File: src/cdiu_defines.svh
`ifndef CDIU_DEFINES_SVH
`define CDIU_DEFINES_SVH
// ----------------------------------------------------------------
// Error codes
// ----------------------------------------------------------------
`define CDIU_CODE_HW_INT_LOST 16'h0016
`define CDIU_CODE_INTERNAL 16'h0100
`define CDIU_CODE_WATCHDOG 16'h0103
`define CDIU_CODE_SUPPLY_MISSING 16'h010A
`define CDIU_CODE_ENC_SUPPLY 16'h010E
`define CDIU_CODE_OUTPUT_ERR 16'h010F
`define CDIU_CODE_SUPPLY_FAULTY 16'h0110
`define CDIU_CODE_AB_RATIO 16'h0500
`define CDIU_CODE_WIRE_BREAK 16'h0505
`define CDIU_CODE_OVERHEAT 16'h0506
// ----------------------------------------------------------------
// Cause bit positions
// ----------------------------------------------------------------
`define CDIU_CAUSE_HW_INT_LOST 0
`define CDIU_CAUSE_INTERNAL 1
`define CDIU_CAUSE_WATCHDOG 2
`define CDIU_CAUSE_SUPPLY_MISSING 3
`define CDIU_CAUSE_ENC_SUPPLY 4
`define CDIU_CAUSE_OUTPUT_ERR 5
`define CDIU_CAUSE_SUPPLY_FAULTY 6
`define CDIU_CAUSE_AB_RATIO 7
`define CDIU_CAUSE_WIRE_BREAK 8
`define CDIU_CAUSE_OVERHEAT 9
`define CDIU_NUM_CAUSES 10
// ----------------------------------------------------------------
// Reset values and timing
// ----------------------------------------------------------------
`define CDIU_EN_RESET 1'b0
`define CDIU_CLK_HZ 10000000
`define CDIU_FLASH_HZ 2
`define CDIU_FLASH_HALF_CYC (`CDIU_CLK_HZ / (2 * `CDIU_FLASH_HZ))
`endif

File: src/cdiu_pkg.sv
package cdiu_pkg;
  typedef logic [15:0] cdiu_code_type;
  typedef logic [9:0] cdiu_cause_type;
  typedef struct packed {
    logic valid;
    cdiu_code_type code;
    cdiu_cause_type pending;
  } cdiu_report_type;
  typedef enum logic [1:0] {
    CDIU_IDLE = 2'b01,
    CDIU_WAIT = 2'b10
  } cdiu_state_type;
endpackage : cdiu_pkg

File: src/cdiu_top.sv
`timescale 1ns/1ps
`include "cdiu_defines.svh"
// Operation
// - A/B timing violation raises illegal-ratio error 0x500.
// - Broken A, B or N line raises wire-break error 0x505.
// - Excess temperature raises overheating error 0x506.
// - Error indicator flashes while any diagnostic error is pending.
// - Error indicator goes dark once no fault remains.
// - Two enables: wire-break interrupt and additional-errors interrupt.
// - Both enables are cleared by reset.
// - Internal and watchdog errors always interrupt, no enable needed.
// - Wire-break monitoring only with push-pull encoder configured.
// - Wire-break interrupts only when its enable is set.
// - Other faults always monitored; interrupt only with additional enable.
// - Normal functions continue unaffected while errors are pending.
// - Each interrupt carries the code of its triggering cause.
// - Detailed error data stays readable via extra-info read request.
// - Hardware interrupt lost raises error 0x16.
// - Internal defect reports 0x100, watchdog expiry 0x103.
// - Supply missing 0x10A, encoder supply fault 0x10E, faulty supply 0x110.
// - Digital output fault raises error 0x10F.
module cdiu_top (
  // Clock and control
  input wire logic ref_clk,
  input wire logic rst,
  input wire logic clk_en,
  // Configuration
  input wire logic cfg_load,
  input wire logic cfg_wire_break_en,
  input wire logic cfg_extra_en,
  input wire logic cfg_push_pull,
  // Fault conditions
  input wire logic flt_ab_ratio,
  input wire logic flt_wire_break,
  input wire logic flt_overheat,
  input wire logic flt_internal,
  input wire logic flt_watchdog,
  input wire logic flt_hw_int_lost,
  input wire logic flt_supply_missing,
  input wire logic flt_enc_supply,
  input wire logic flt_output,
  input wire logic flt_supply_faulty,
  // Controller side
  input wire logic irq_ack,
  input wire logic read_extra_alarm_info,
  output cdiu_pkg::cdiu_report_type irq_out,
  output cdiu_pkg::cdiu_report_type info_out,
  output logic info_valid,
  // Indicator and status
  output logic error_led,
  output logic [9:0] pending_out
);

  // ----------------------------------------------------------------
  // Enables
  // ----------------------------------------------------------------
  logic wb_en_ff, nxt_wb_en;
  logic ex_en_ff, nxt_ex_en;

  always_comb begin
    nxt_wb_en = wb_en_ff;
    nxt_ex_en = ex_en_ff;
    if (cfg_load) begin
      nxt_wb_en = cfg_wire_break_en;
      nxt_ex_en = cfg_extra_en;
    end
  end

  always_ff @(posedge ref_clk) begin
    if (rst) begin
      wb_en_ff <= `CDIU_EN_RESET;
      ex_en_ff <= `CDIU_EN_RESET;
    end else if (clk_en) begin
      wb_en_ff <= nxt_wb_en;
      ex_en_ff <= nxt_ex_en;
    end
  end

  // ----------------------------------------------------------------
  // Fault detection
  // ----------------------------------------------------------------
  // Pending follows the live condition, so it drops the cycle after clearing.
  cdiu_pkg::cdiu_cause_type cond;
  cdiu_pkg::cdiu_cause_type gate;
  cdiu_pkg::cdiu_cause_type pend_ff, nxt_pend;
  cdiu_pkg::cdiu_cause_type seen_ff, nxt_seen;

  always_comb begin
    cond = '0;
    cond[`CDIU_CAUSE_HW_INT_LOST] = flt_hw_int_lost;
    cond[`CDIU_CAUSE_INTERNAL] = flt_internal;
    cond[`CDIU_CAUSE_WATCHDOG] = flt_watchdog;
    cond[`CDIU_CAUSE_SUPPLY_MISSING] = flt_supply_missing;
    cond[`CDIU_CAUSE_ENC_SUPPLY] = flt_enc_supply;
    cond[`CDIU_CAUSE_OUTPUT_ERR] = flt_output;
    cond[`CDIU_CAUSE_SUPPLY_FAULTY] = flt_supply_faulty;
    cond[`CDIU_CAUSE_AB_RATIO] = flt_ab_ratio;
    cond[`CDIU_CAUSE_WIRE_BREAK] = flt_wire_break & cfg_push_pull;
    cond[`CDIU_CAUSE_OVERHEAT] = flt_overheat;
    gate = {10{ex_en_ff}};
    gate[`CDIU_CAUSE_INTERNAL] = 1'b1;
    gate[`CDIU_CAUSE_WATCHDOG] = 1'b1;
    gate[`CDIU_CAUSE_WIRE_BREAK] = wb_en_ff;
    nxt_pend = cond;
  end

  // ----------------------------------------------------------------
  // Code lookup
  // ----------------------------------------------------------------
  function automatic cdiu_pkg::cdiu_code_type cdiu_code_of(input int idx);
    cdiu_pkg::cdiu_code_type c;
    c = `CDIU_CODE_INTERNAL;
    unique case (idx)
      `CDIU_CAUSE_HW_INT_LOST: c = `CDIU_CODE_HW_INT_LOST;
      `CDIU_CAUSE_INTERNAL: c = `CDIU_CODE_INTERNAL;
      `CDIU_CAUSE_WATCHDOG: c = `CDIU_CODE_WATCHDOG;
      `CDIU_CAUSE_SUPPLY_MISSING: c = `CDIU_CODE_SUPPLY_MISSING;
      `CDIU_CAUSE_ENC_SUPPLY: c = `CDIU_CODE_ENC_SUPPLY;
      `CDIU_CAUSE_OUTPUT_ERR: c = `CDIU_CODE_OUTPUT_ERR;
      `CDIU_CAUSE_SUPPLY_FAULTY: c = `CDIU_CODE_SUPPLY_FAULTY;
      `CDIU_CAUSE_AB_RATIO: c = `CDIU_CODE_AB_RATIO;
      `CDIU_CAUSE_WIRE_BREAK: c = `CDIU_CODE_WIRE_BREAK;
      default: c = `CDIU_CODE_OVERHEAT;
    endcase
    return c;
  endfunction : cdiu_code_of

  // ----------------------------------------------------------------
  // Interrupt sequencer
  // ----------------------------------------------------------------
  // One interrupt is outstanding at a time; each new gated cause is raised once
  // per occurrence, lowest index first.
  cdiu_pkg::cdiu_state_type st_ff, nxt_st;
  cdiu_pkg::cdiu_report_type irq_ff, nxt_irq;
  cdiu_pkg::cdiu_report_type info_ff, nxt_info;
  logic info_valid_ff, nxt_info_valid;
  cdiu_pkg::cdiu_cause_type fresh;
  int pick;

  always_comb begin
    fresh = cond & gate & ~seen_ff;
    pick = 0;
    for (int i = `CDIU_NUM_CAUSES - 1; i >= 0; i--) begin
      if (fresh[i]) begin
        pick = i;
      end
    end
    nxt_st = st_ff;
    nxt_irq = irq_ff;
    nxt_info = info_ff;
    nxt_info_valid = 1'b0;
    nxt_seen = seen_ff & cond;
    unique case (st_ff)
      cdiu_pkg::CDIU_IDLE: begin
        if (|fresh) begin
          nxt_irq.valid = 1'b1;
          nxt_irq.code = cdiu_code_of(pick);
          nxt_irq.pending = cond;
          nxt_info = nxt_irq;
          nxt_seen[pick] = 1'b1;
          nxt_st = cdiu_pkg::CDIU_WAIT;
        end
      end
      cdiu_pkg::CDIU_WAIT: begin
        if (irq_ack) begin
          nxt_irq.valid = 1'b0;
          nxt_st = cdiu_pkg::CDIU_IDLE;
        end
      end
      // A corrupted state code withdraws any request and returns to idle.
      default: begin
        nxt_irq.valid = 1'b0;
        nxt_st = cdiu_pkg::CDIU_IDLE;
      end
    endcase
    if (read_extra_alarm_info) begin
      nxt_info_valid = 1'b1;
      nxt_info.pending = cond;
    end
  end

  always_ff @(posedge ref_clk) begin
    if (rst) begin
      st_ff <= cdiu_pkg::CDIU_IDLE;
      irq_ff <= '0;
      info_ff <= '0;
      info_valid_ff <= 1'b0;
      pend_ff <= '0;
      seen_ff <= '0;
    end else if (clk_en) begin
      st_ff <= nxt_st;
      irq_ff <= nxt_irq;
      info_ff <= nxt_info;
      info_valid_ff <= nxt_info_valid;
      pend_ff <= nxt_pend;
      seen_ff <= nxt_seen;
    end
  end

  // ----------------------------------------------------------------
  // Error indicator
  // ----------------------------------------------------------------
  logic [23:0] flash_cnt_ff, nxt_flash_cnt;
  logic led_ff, nxt_led;

  always_comb begin
    nxt_flash_cnt = flash_cnt_ff;
    nxt_led = led_ff;
    if (|cond) begin
      if (flash_cnt_ff == 24'(`CDIU_FLASH_HALF_CYC - 1)) begin
        nxt_flash_cnt = '0;
        nxt_led = ~led_ff;
      end else begin
        nxt_flash_cnt = flash_cnt_ff + 24'h000001;
      end
    end else begin
      // Preloading the terminal count lights the indicator on the first faulty cycle,
      // instead of leaving it dark for half a flash period.
      nxt_flash_cnt = 24'(`CDIU_FLASH_HALF_CYC - 1);
      nxt_led = 1'b0;
    end
  end

  always_ff @(posedge ref_clk) begin
    if (rst) begin
      flash_cnt_ff <= 24'(`CDIU_FLASH_HALF_CYC - 1);
      led_ff <= 1'b0;
    end else if (clk_en) begin
      flash_cnt_ff <= nxt_flash_cnt;
      led_ff <= nxt_led;
    end
  end

  // Faults never block other outputs; the unit only reports.
  assign irq_out = irq_ff;
  assign info_out = info_ff;
  assign info_valid = info_valid_ff;
  assign error_led = led_ff;
  assign pending_out = pend_ff;

  // ----------------------------------------------------------------
  // Checks
  // ----------------------------------------------------------------
  chk_rst_enables: assert property (@(posedge ref_clk) rst |=> !wb_en_ff && !ex_en_ff)
    else $error("enables not cleared by reset");
  chk_led_off: assert property (@(posedge ref_clk) disable iff (rst) clk_en && !(|cond) |=> !error_led)
    else $error("led lit without fault");
  chk_wd_irq: assert property (@(posedge ref_clk) disable iff (rst)
    clk_en && st_ff == cdiu_pkg::CDIU_IDLE && flt_watchdog && !seen_ff[2] && !(|fresh[1:0])
    |=> irq_out.valid && irq_out.code == 16'h0103)
    else $error("watchdog not reported");
  chk_wb_gate: assert property (@(posedge ref_clk) disable iff (rst)
    irq_out.valid && irq_out.code == 16'h0505 && $rose(irq_out.valid) |-> $past(wb_en_ff) && $past(cfg_push_pull))
    else $error("wire break interrupt without enable");
  chk_extra_gate: assert property (@(posedge ref_clk) disable iff (rst)
    $rose(irq_out.valid) && irq_out.code == 16'h0500 |-> $past(ex_en_ff))
    else $error("additional error interrupt without enable");
  chk_pend_follow: assert property (@(posedge ref_clk) disable iff (rst)
    clk_en && !flt_overheat |=> !pending_out[9])
    else $error("pending not dropped");
  chk_info_resp: assert property (@(posedge ref_clk) disable iff (rst)
    clk_en && read_extra_alarm_info |=> info_valid)
    else $error("info read not answered");
  chk_irq_hold: assert property (@(posedge ref_clk) disable iff (rst)
    irq_out.valid && !irq_ack |=> irq_out.valid && $stable(irq_out.code))
    else $error("interrupt dropped before ack");
  chk_led_lit: assert property (@(posedge ref_clk) disable iff (rst)
    clk_en && (|cond) && !(|pend_ff) |=> error_led)
    else $error("indicator not lit on new fault");
  chk_int_irq: assert property (@(posedge ref_clk) disable iff (rst)
    clk_en && st_ff == cdiu_pkg::CDIU_IDLE && flt_internal && !seen_ff[1] && !fresh[0]
    |=> irq_out.valid && irq_out.code == `CDIU_CODE_INTERNAL)
    else $error("internal error not reported");
  chk_wb_mask: assert property (@(posedge ref_clk) disable iff (rst)
    clk_en && !cfg_push_pull |=> !pending_out[8])
    else $error("wire break monitored without push-pull");
  chk_pend_live: assert property (@(posedge ref_clk) disable iff (rst)
    clk_en |=> pending_out == $past(cond))
    else $error("pending does not follow conditions");
  chk_info_snap: assert property (@(posedge ref_clk) disable iff (rst)
    clk_en && st_ff == cdiu_pkg::CDIU_IDLE && (|fresh) |=> info_out.code == irq_out.code)
    else $error("detail data does not match interrupt");
  chk_ack_drop: assert property (@(posedge ref_clk) disable iff (rst)
    clk_en && irq_out.valid && irq_ack |=> !irq_out.valid)
    else $error("interrupt not withdrawn after ack");
  chk_rst_quiet: assert property (@(posedge ref_clk) rst |=> !irq_out.valid && !info_valid && !error_led)
    else $error("outputs not quiet after reset");

  // ----------------------------------------------------------------
  // Checks on causes and codes
  // ----------------------------------------------------------------
  chk_ab_cause: assert property (@(posedge ref_clk) disable iff (rst)
    $rose(irq_out.valid) && irq_out.code == `CDIU_CODE_AB_RATIO |-> $past(flt_ab_ratio))
    else $error("ratio interrupt without ratio fault");
  chk_heat_cause: assert property (@(posedge ref_clk) disable iff (rst)
    $rose(irq_out.valid) && irq_out.code == `CDIU_CODE_OVERHEAT |-> $past(flt_overheat))
    else $error("overheat interrupt without overheat fault");
  chk_lost_cause: assert property (@(posedge ref_clk) disable iff (rst)
    $rose(irq_out.valid) && irq_out.code == `CDIU_CODE_HW_INT_LOST |-> $past(flt_hw_int_lost) && $past(ex_en_ff))
    else $error("lost-interrupt report without cause or enable");
  chk_wb_cause: assert property (@(posedge ref_clk) disable iff (rst)
    $rose(irq_out.valid) && irq_out.code == `CDIU_CODE_WIRE_BREAK |-> $past(flt_wire_break))
    else $error("wire break interrupt without wire break fault");
endmodule : cdiu_top

File: config.mk
export PLATFORM = sky130hd
export DESIGN_NAME = cdiu_top
export DESIGN_NICKNAME = d
export VERILOG_FILES = /design/src/cdiu_pkg.sv /design/src/cdiu_top.sv
export VERILOG_INCLUDE_DIRS = /design/src
export SDC_FILE = /design/constraint.sdc
export NUM_CORES = 1
export LEC_CHECK = 0
export BUFFER_PORTS_ARGS = -buffer_cell sky130_fd_sc_hd__clkbuf_2
export CAP_MARGIN = 25
export CORE_UTILIZATION = 35
export DETAILED_ROUTE_END_ITERATION = 8
export PLACE_DENSITY_LB_ADDON = 0.05
export SLEW_MARGIN = 20
export SYNTH_ARGS = -nofsm -noshare
export SYNTH_HDL_FRONTEND = slang
export SYNTH_SLANG_ARGS = --single-unit
File: constraint.sdc
create_clock -name ref_clk -period 2.9 [get_ports ref_clk]
set_input_delay 0.725 -clock ref_clk [delete_from_list [all_inputs] [get_ports ref_clk]]
set_output_delay 0.725 -clock ref_clk [all_outputs]
set_load 0.005 [all_outputs]
; ---- After elaboration in Yosys (flattened, before gate mapping)
; Memories as Yosys holds them, arrays and structs flattened.
; Cells that the tools add are included.
[totals]
register_bits = 88
rom_bits = 112
input_bits = 19
word_cells = 70
memories = 1
[mem_list]
columns = memory, words, width, read_ports, rd_clocked_by_memory_dff, write_ports, line_no
row1 = (no name shown), 16, 7, 1, 0, 0, cdiu_top.sv:113  ; unique case (idx)
[op_classes]
add_sub_neg = 1
n_lt_le_gt_ge = 2
n_eq_ne = 6
n_mux = 29
bitwise_logic = 7
reduce_logical = 11
[ops]
columns = cell, count
row1 = $mux W32, 9
row2 = $mux W10, 5
row3 = $mux W24, 2
row4 = $ge A32 B1 Y1 const B, 1
row5 = $lt A32 B6 Y1 const B, 1
row6 = $and A10 B10 Y10, 3
row7 = $logic_not A28 Y1, 1
row8 = $mux W27, 1
row9 = $add A24 B1 Y24 const B, 1
row10 = $eq A24 B22 Y1 const B, 1
row11 = $reduce_or A10 Y1, 2
row12 = $mux W16, 1
row13 = $not A10 Y10, 1
row14 = $or A10 B10 Y10, 1
row15 = $reduce_and A3 Y1, 3
row16 = $mux W1, 5
row17 = $demux W1 S4, 1
row18 = $mux W2, 2
row19 = $mux W4, 1
row20 = $ne A2 B2 Y1 const B, 2
row21 = $pmux W2 S2, 1
row22 = $reduce_and A2 Y1, 2
row23 = $reduce_bool A2 Y1, 2
row24 = $eq A2 B1 Y1 const B, 1
row25 = 6 further kinds, 6

; ---- Logic depth before layout (Yosys ltp)
[depth]
ltp_word = 20
depth_mapped = 9
depth_no_buf = 7

; ---- Least setup slack after synthesis
; OpenSTA, ideal clock, no wires.
[synth_path]
path_type = input to register
from = input flt_overheat
to = register info_ff (netlist bit info_out[11])
setup_ns = 0.118
arrival_ns = 2.206
required_time_ns = 2.782
path_slack_ns = 0.576
cell_stages = 7
n_path_buf = 1
cell_sequence = nor2b_4 > a211oi_2 > nor4_1 > a211o_1 > buf_6 > or4_4 > o2111a_1
[synth_between]
elab_chain_len = 14
[synth_rtl]
columns = element, line_no
row1 = start: declaration, cdiu_top.sv:35  ; input wire logic flt_overheat,
row2 = $and A10 B10 Y10 (*) (2 in series), cdiu_top.sv:141  ; fresh = cond & gate & ~seen_ff;
row3 = $mux W4, cdiu_top.sv:144  ; if (fresh[i]) begin
row4 = $mux W32 (9 in series), cdiu_top.sv:144
row5 = $mem_v2 Z16 W7, --
row6 = $mux W16, cdiu_top.sv:113
row7 = end signal: assignment, cdiu_top.sv:193  ; info_ff <= nxt_info;
row8 = end: declaration, cdiu_top.sv:135  ; cdiu_pkg::cdiu_report_type info_ff, nxt_info;
; Mark *: on every way between the ends. The rest lies on a longest branch, timed or not.
; A chain may end at the register's enable or synchronous reset.

; ---- Worst setup path in the final report
[layout_path]
from = input flt_hw_int_lost
to = register irq_ff (netlist bit irq_out[5])
[layout_between]
elab_chain_len = 4
[layout_rtl]
columns = element, line_no
row1 = start: declaration, cdiu_top.sv:38  ; input wire logic flt_hw_int_lost,
row2 = $and A10 B10 Y10 (2 in series), cdiu_top.sv:141
row3 = $reduce_or A10 Y1, cdiu_top.sv:155  ; if (|fresh) begin
row4 = $reduce_and A3 Y1 (no source line), --
row5 = end signal: assignment, cdiu_top.sv:192  ; irq_ff <= nxt_irq;
row6 = end: declaration, cdiu_top.sv:134  ; cdiu_pkg::cdiu_report_type irq_ff, nxt_irq;
; No other way between the ends.

==> qor.csv <==
stage;metric;value;unit
job;drv_cap;0;
logic_synthesis;synth-main-ff-cell;dfxtp_1;
clocking;clkLatencyLatePin;0.36;ns
drt;post_drt_wl_per_cell;15.2;µm
clocking;cts_buffer_depth;2;
timing;rsz0062_at_grt;false;
floorplanning;boundaryPins;85;
floorplanning;start_util;36.2;%
critical_path;critical_path_class;input port to flop;
global_routing;grt_overflow;0;
drt;viasPerCell;5.00;
clocking;clockRootBuffer;clkbuf_8;
cells_and_area;antenna_cells;0;
logic_synthesis;synthTopCellsByCount;dfxtp_1, nor2_1, nand2_1, mux2i_1, buf_4;
timing;tightest_slew;0.596;ns
critical_path;cp_num_buf_inv;1;
power_and_ir_drop;power.density;625;mW/mm²
critical_path;end_kind;flop;
logic_synthesis;synth-seq-area-share;42.2;%
global_routing;grt_max_degree;52;
cells_and_area;area_growth;15.2;%
critical_path;path_delay_family;simple AND/OR/NAND/NOR gates;
timing;whs;0.480;ns
drt;drc_errors;0;
place;gp_congestion;0.834;
global_routing;grt_pass1_wl;15.6;mm
global_routing;grt_pass1_vias;3036;
critical_path;max_stage_delay;0.42;ns
status;outcome;finished, final reports clean;
critical_path;worst_ep_arrival_time;2.48;ns
critical_path;cp_slowest_cell;nor4_2;
clocking;cts.sinks;79;
drt;vias;3173;
drt;dr.pass1.iters;4;
logic_synthesis;netlist-cell-type-count;57;
logic_synthesis;synth_area_leaders;dfxtp_1, mux2i_1, nor2_1, buf_4, nand2_1;
floorplanning;die_width;106;µm
cells_and_area;nFillCells;1119;
timing;finalCriticalPeriod;2.26;ns
timing;drv_slew;0;
logic_synthesis;syn_inst;438;
global_routing;antenna_found_initial;0;
floorplanning;rows;37;
timing;fmax;442;MHz
min_path;hold_class;flop to flop;
critical_path;crit_chain;clkbuf_2 -> and3b_1 -> nor4_2 -> and3_2 -> a21o_4 -> mux2i_1 -> nor2_1;
logic_synthesis;synth_most_common_cell;dfxtp_1;
logic_synthesis;synth_top_cell_by_area;dfxtp_1;
floorplanning;die-area;0.0111;mm²
timing;hold_violations;0;
logic_synthesis;synth_area;0.00375;mm²
clocking;ctsHoldBuffers;0;
power_and_ir_drop;power.leakage;0.00193;µW
clocking;post_cts_buffers;0;
logic_synthesis;syn-mean-instance-area;8.56;µm²
clocking;htreeDepth;3;
logic_synthesis;async_flop_share;0;%
critical_path;startpoint_type;input port;
floorplanning;core-area;0.0104;mm²
power_and_ir_drop;peakVddDrop;245;µV
clocking;cts_tree;built;
clocking;cts_buffers;9;
logic_synthesis;synth_edf_count;0;
timing;slew-limit-headroom;60.3;%
place;detailed_place_hpwl;6.83;mm
logic_synthesis;yosysTopAreaCellShare;42.2;%
critical_path;critPathMaxFanout;14;
critical_path;worst-endpoint-required;3.12;ns
cells_and_area;layout-drive-gt1-share;21.1;%
place;io_buffer_count;66;
floorplanning;fp.dieH;106;µm
logic_synthesis;ys_ff_latch;79;
drt;wirelength;9.64;mm
drt;drt_first_iter_violations;76;
cells_and_area;nNetsFinal;513;
timing;setup_tns;0;ns
global_routing;grtUsageTotal;18.0;%
timing;setup_viol;0;
cells_and_area;fin_util;41.7;%
clocking;clk_pin_slew;0.08;ns
drt;postRouteAntennaNets;0;
timing;skew;0.0129;ns
clocking;ctsResizeCount;0;
timing;post-route-period-util;78.0;%
logic_synthesis;yosys_warnings;0;
==> worst paths after layout <==
| check | from | to | slack [ns] | cells past startpoint |
|---|---|---|---|---|
| setup / recovery | flt_hw_int_lost | irq_out[5] | 0.64 | 7 |
| setup reg to reg | flash_cnt_ff[0] | flash_cnt_ff[14] | 0.64 | 8 |
| hold / removal | seen_ff[1] | seen_ff[1] | 0.48 | 2 |
| hold reg to reg | seen_ff[1] | seen_ff[1] | 0.48 | 2 |
==> through the flow <==
stage               power, µW  area (µm²)  instances  setup WS, ns
global route             2860        4320        634         0.420
finish                   2700        4320        634         0.639
CTS                      2740        4320        634         0.607
global placement         1780        4090        618         0.360
floorplan                1630        3810        455         0.576
detailed placement       1780        4090        618         0.323
==> per-layer routing <==
layer  track usage, %  up-vias  share of wire, %
met5                0        -                 0
met4             8.23        0               2.5
met3             3.40       16               3.3
met2             30.5       79                49
met1             22.0     1481                46
li1                 -     1597                 -
==> kinds of logic (layout without fill, tap and decap cells) <==
logic type | count (synthesis) | count (layout) | synth area share (%)
other | 1 | 18 | 0.100
and+or+nand+nor | 181 | 181 | 23.9
DFF | 79 | 79 | 42.2
buffers and inverters | 57 | 100 | 8.94
muxes | 31 | 31 | 8.27
AOI/OAI and AO/OA | 76 | 76 | 13.5
xor gates and xnor gates | 12 | 12 | 2.80
adders and majority gates | 1 | 1 | 0.334
==> state kept, by name, indices dropped and copies added, names as in the netlist <==
signal and count:
flash_cnt_ff 24, info_out 18, irq_out 11, pending_out 10
seen_ff 10, st_ff 2, error_led 1, ex_en_ff 1
info_valid 1, wb_en_ff 1
==> worst register-to-register path, cell delays in order, from the launching register on <==
cell and delay, ns:
dfxtp_1 0.41, ha_1 0.25, and4_1 0.33, nand3_1 0.10
nor3_1 0.20, buf_4 0.21, o21ai_0 0.12, nand2_1 0.41
nor2_1 0.10
==> report_power, final <==
group	switching [µW]	internal, µW	total, µW
registers	80.1	1180	1260
logic	283	216	498
clock network	433	513	946
total	795	1900	2700
==> final cells by class <==
| cell class | instances | area [µm²] | share of cell area (%) |
|---|---|---|---|
| clock buffer | 10 | 138 | 3.18 |
| clock inverter | 6 | 92.6 | 2.14 |
| inverter | 8 | 30.0 | 0.695 |
| multi-input combinational | 319 | 1900 | 44.1 |
| sequential | 79 | 1580 | 36.6 |
| tap | 136 | 170 | 3.94 |
| timing repair buffer | 76 | 405 | 9.38 |
==> cells in the final DEF, fill, tap and decap left out, types with 10 or more instances in the layout <==
cell and count:
buf_4 10, nand3_1 25, clkbuf_8 10, o21ai_0 21, xor2_1 10, conb_1 18
a21oi_1 19, clkbuf_2 66, mux2i_1 31, dfxtp_1 79, nand2_1 35, nor2_1 68
o211ai_1 10
(Power assumes the default switching activity.)
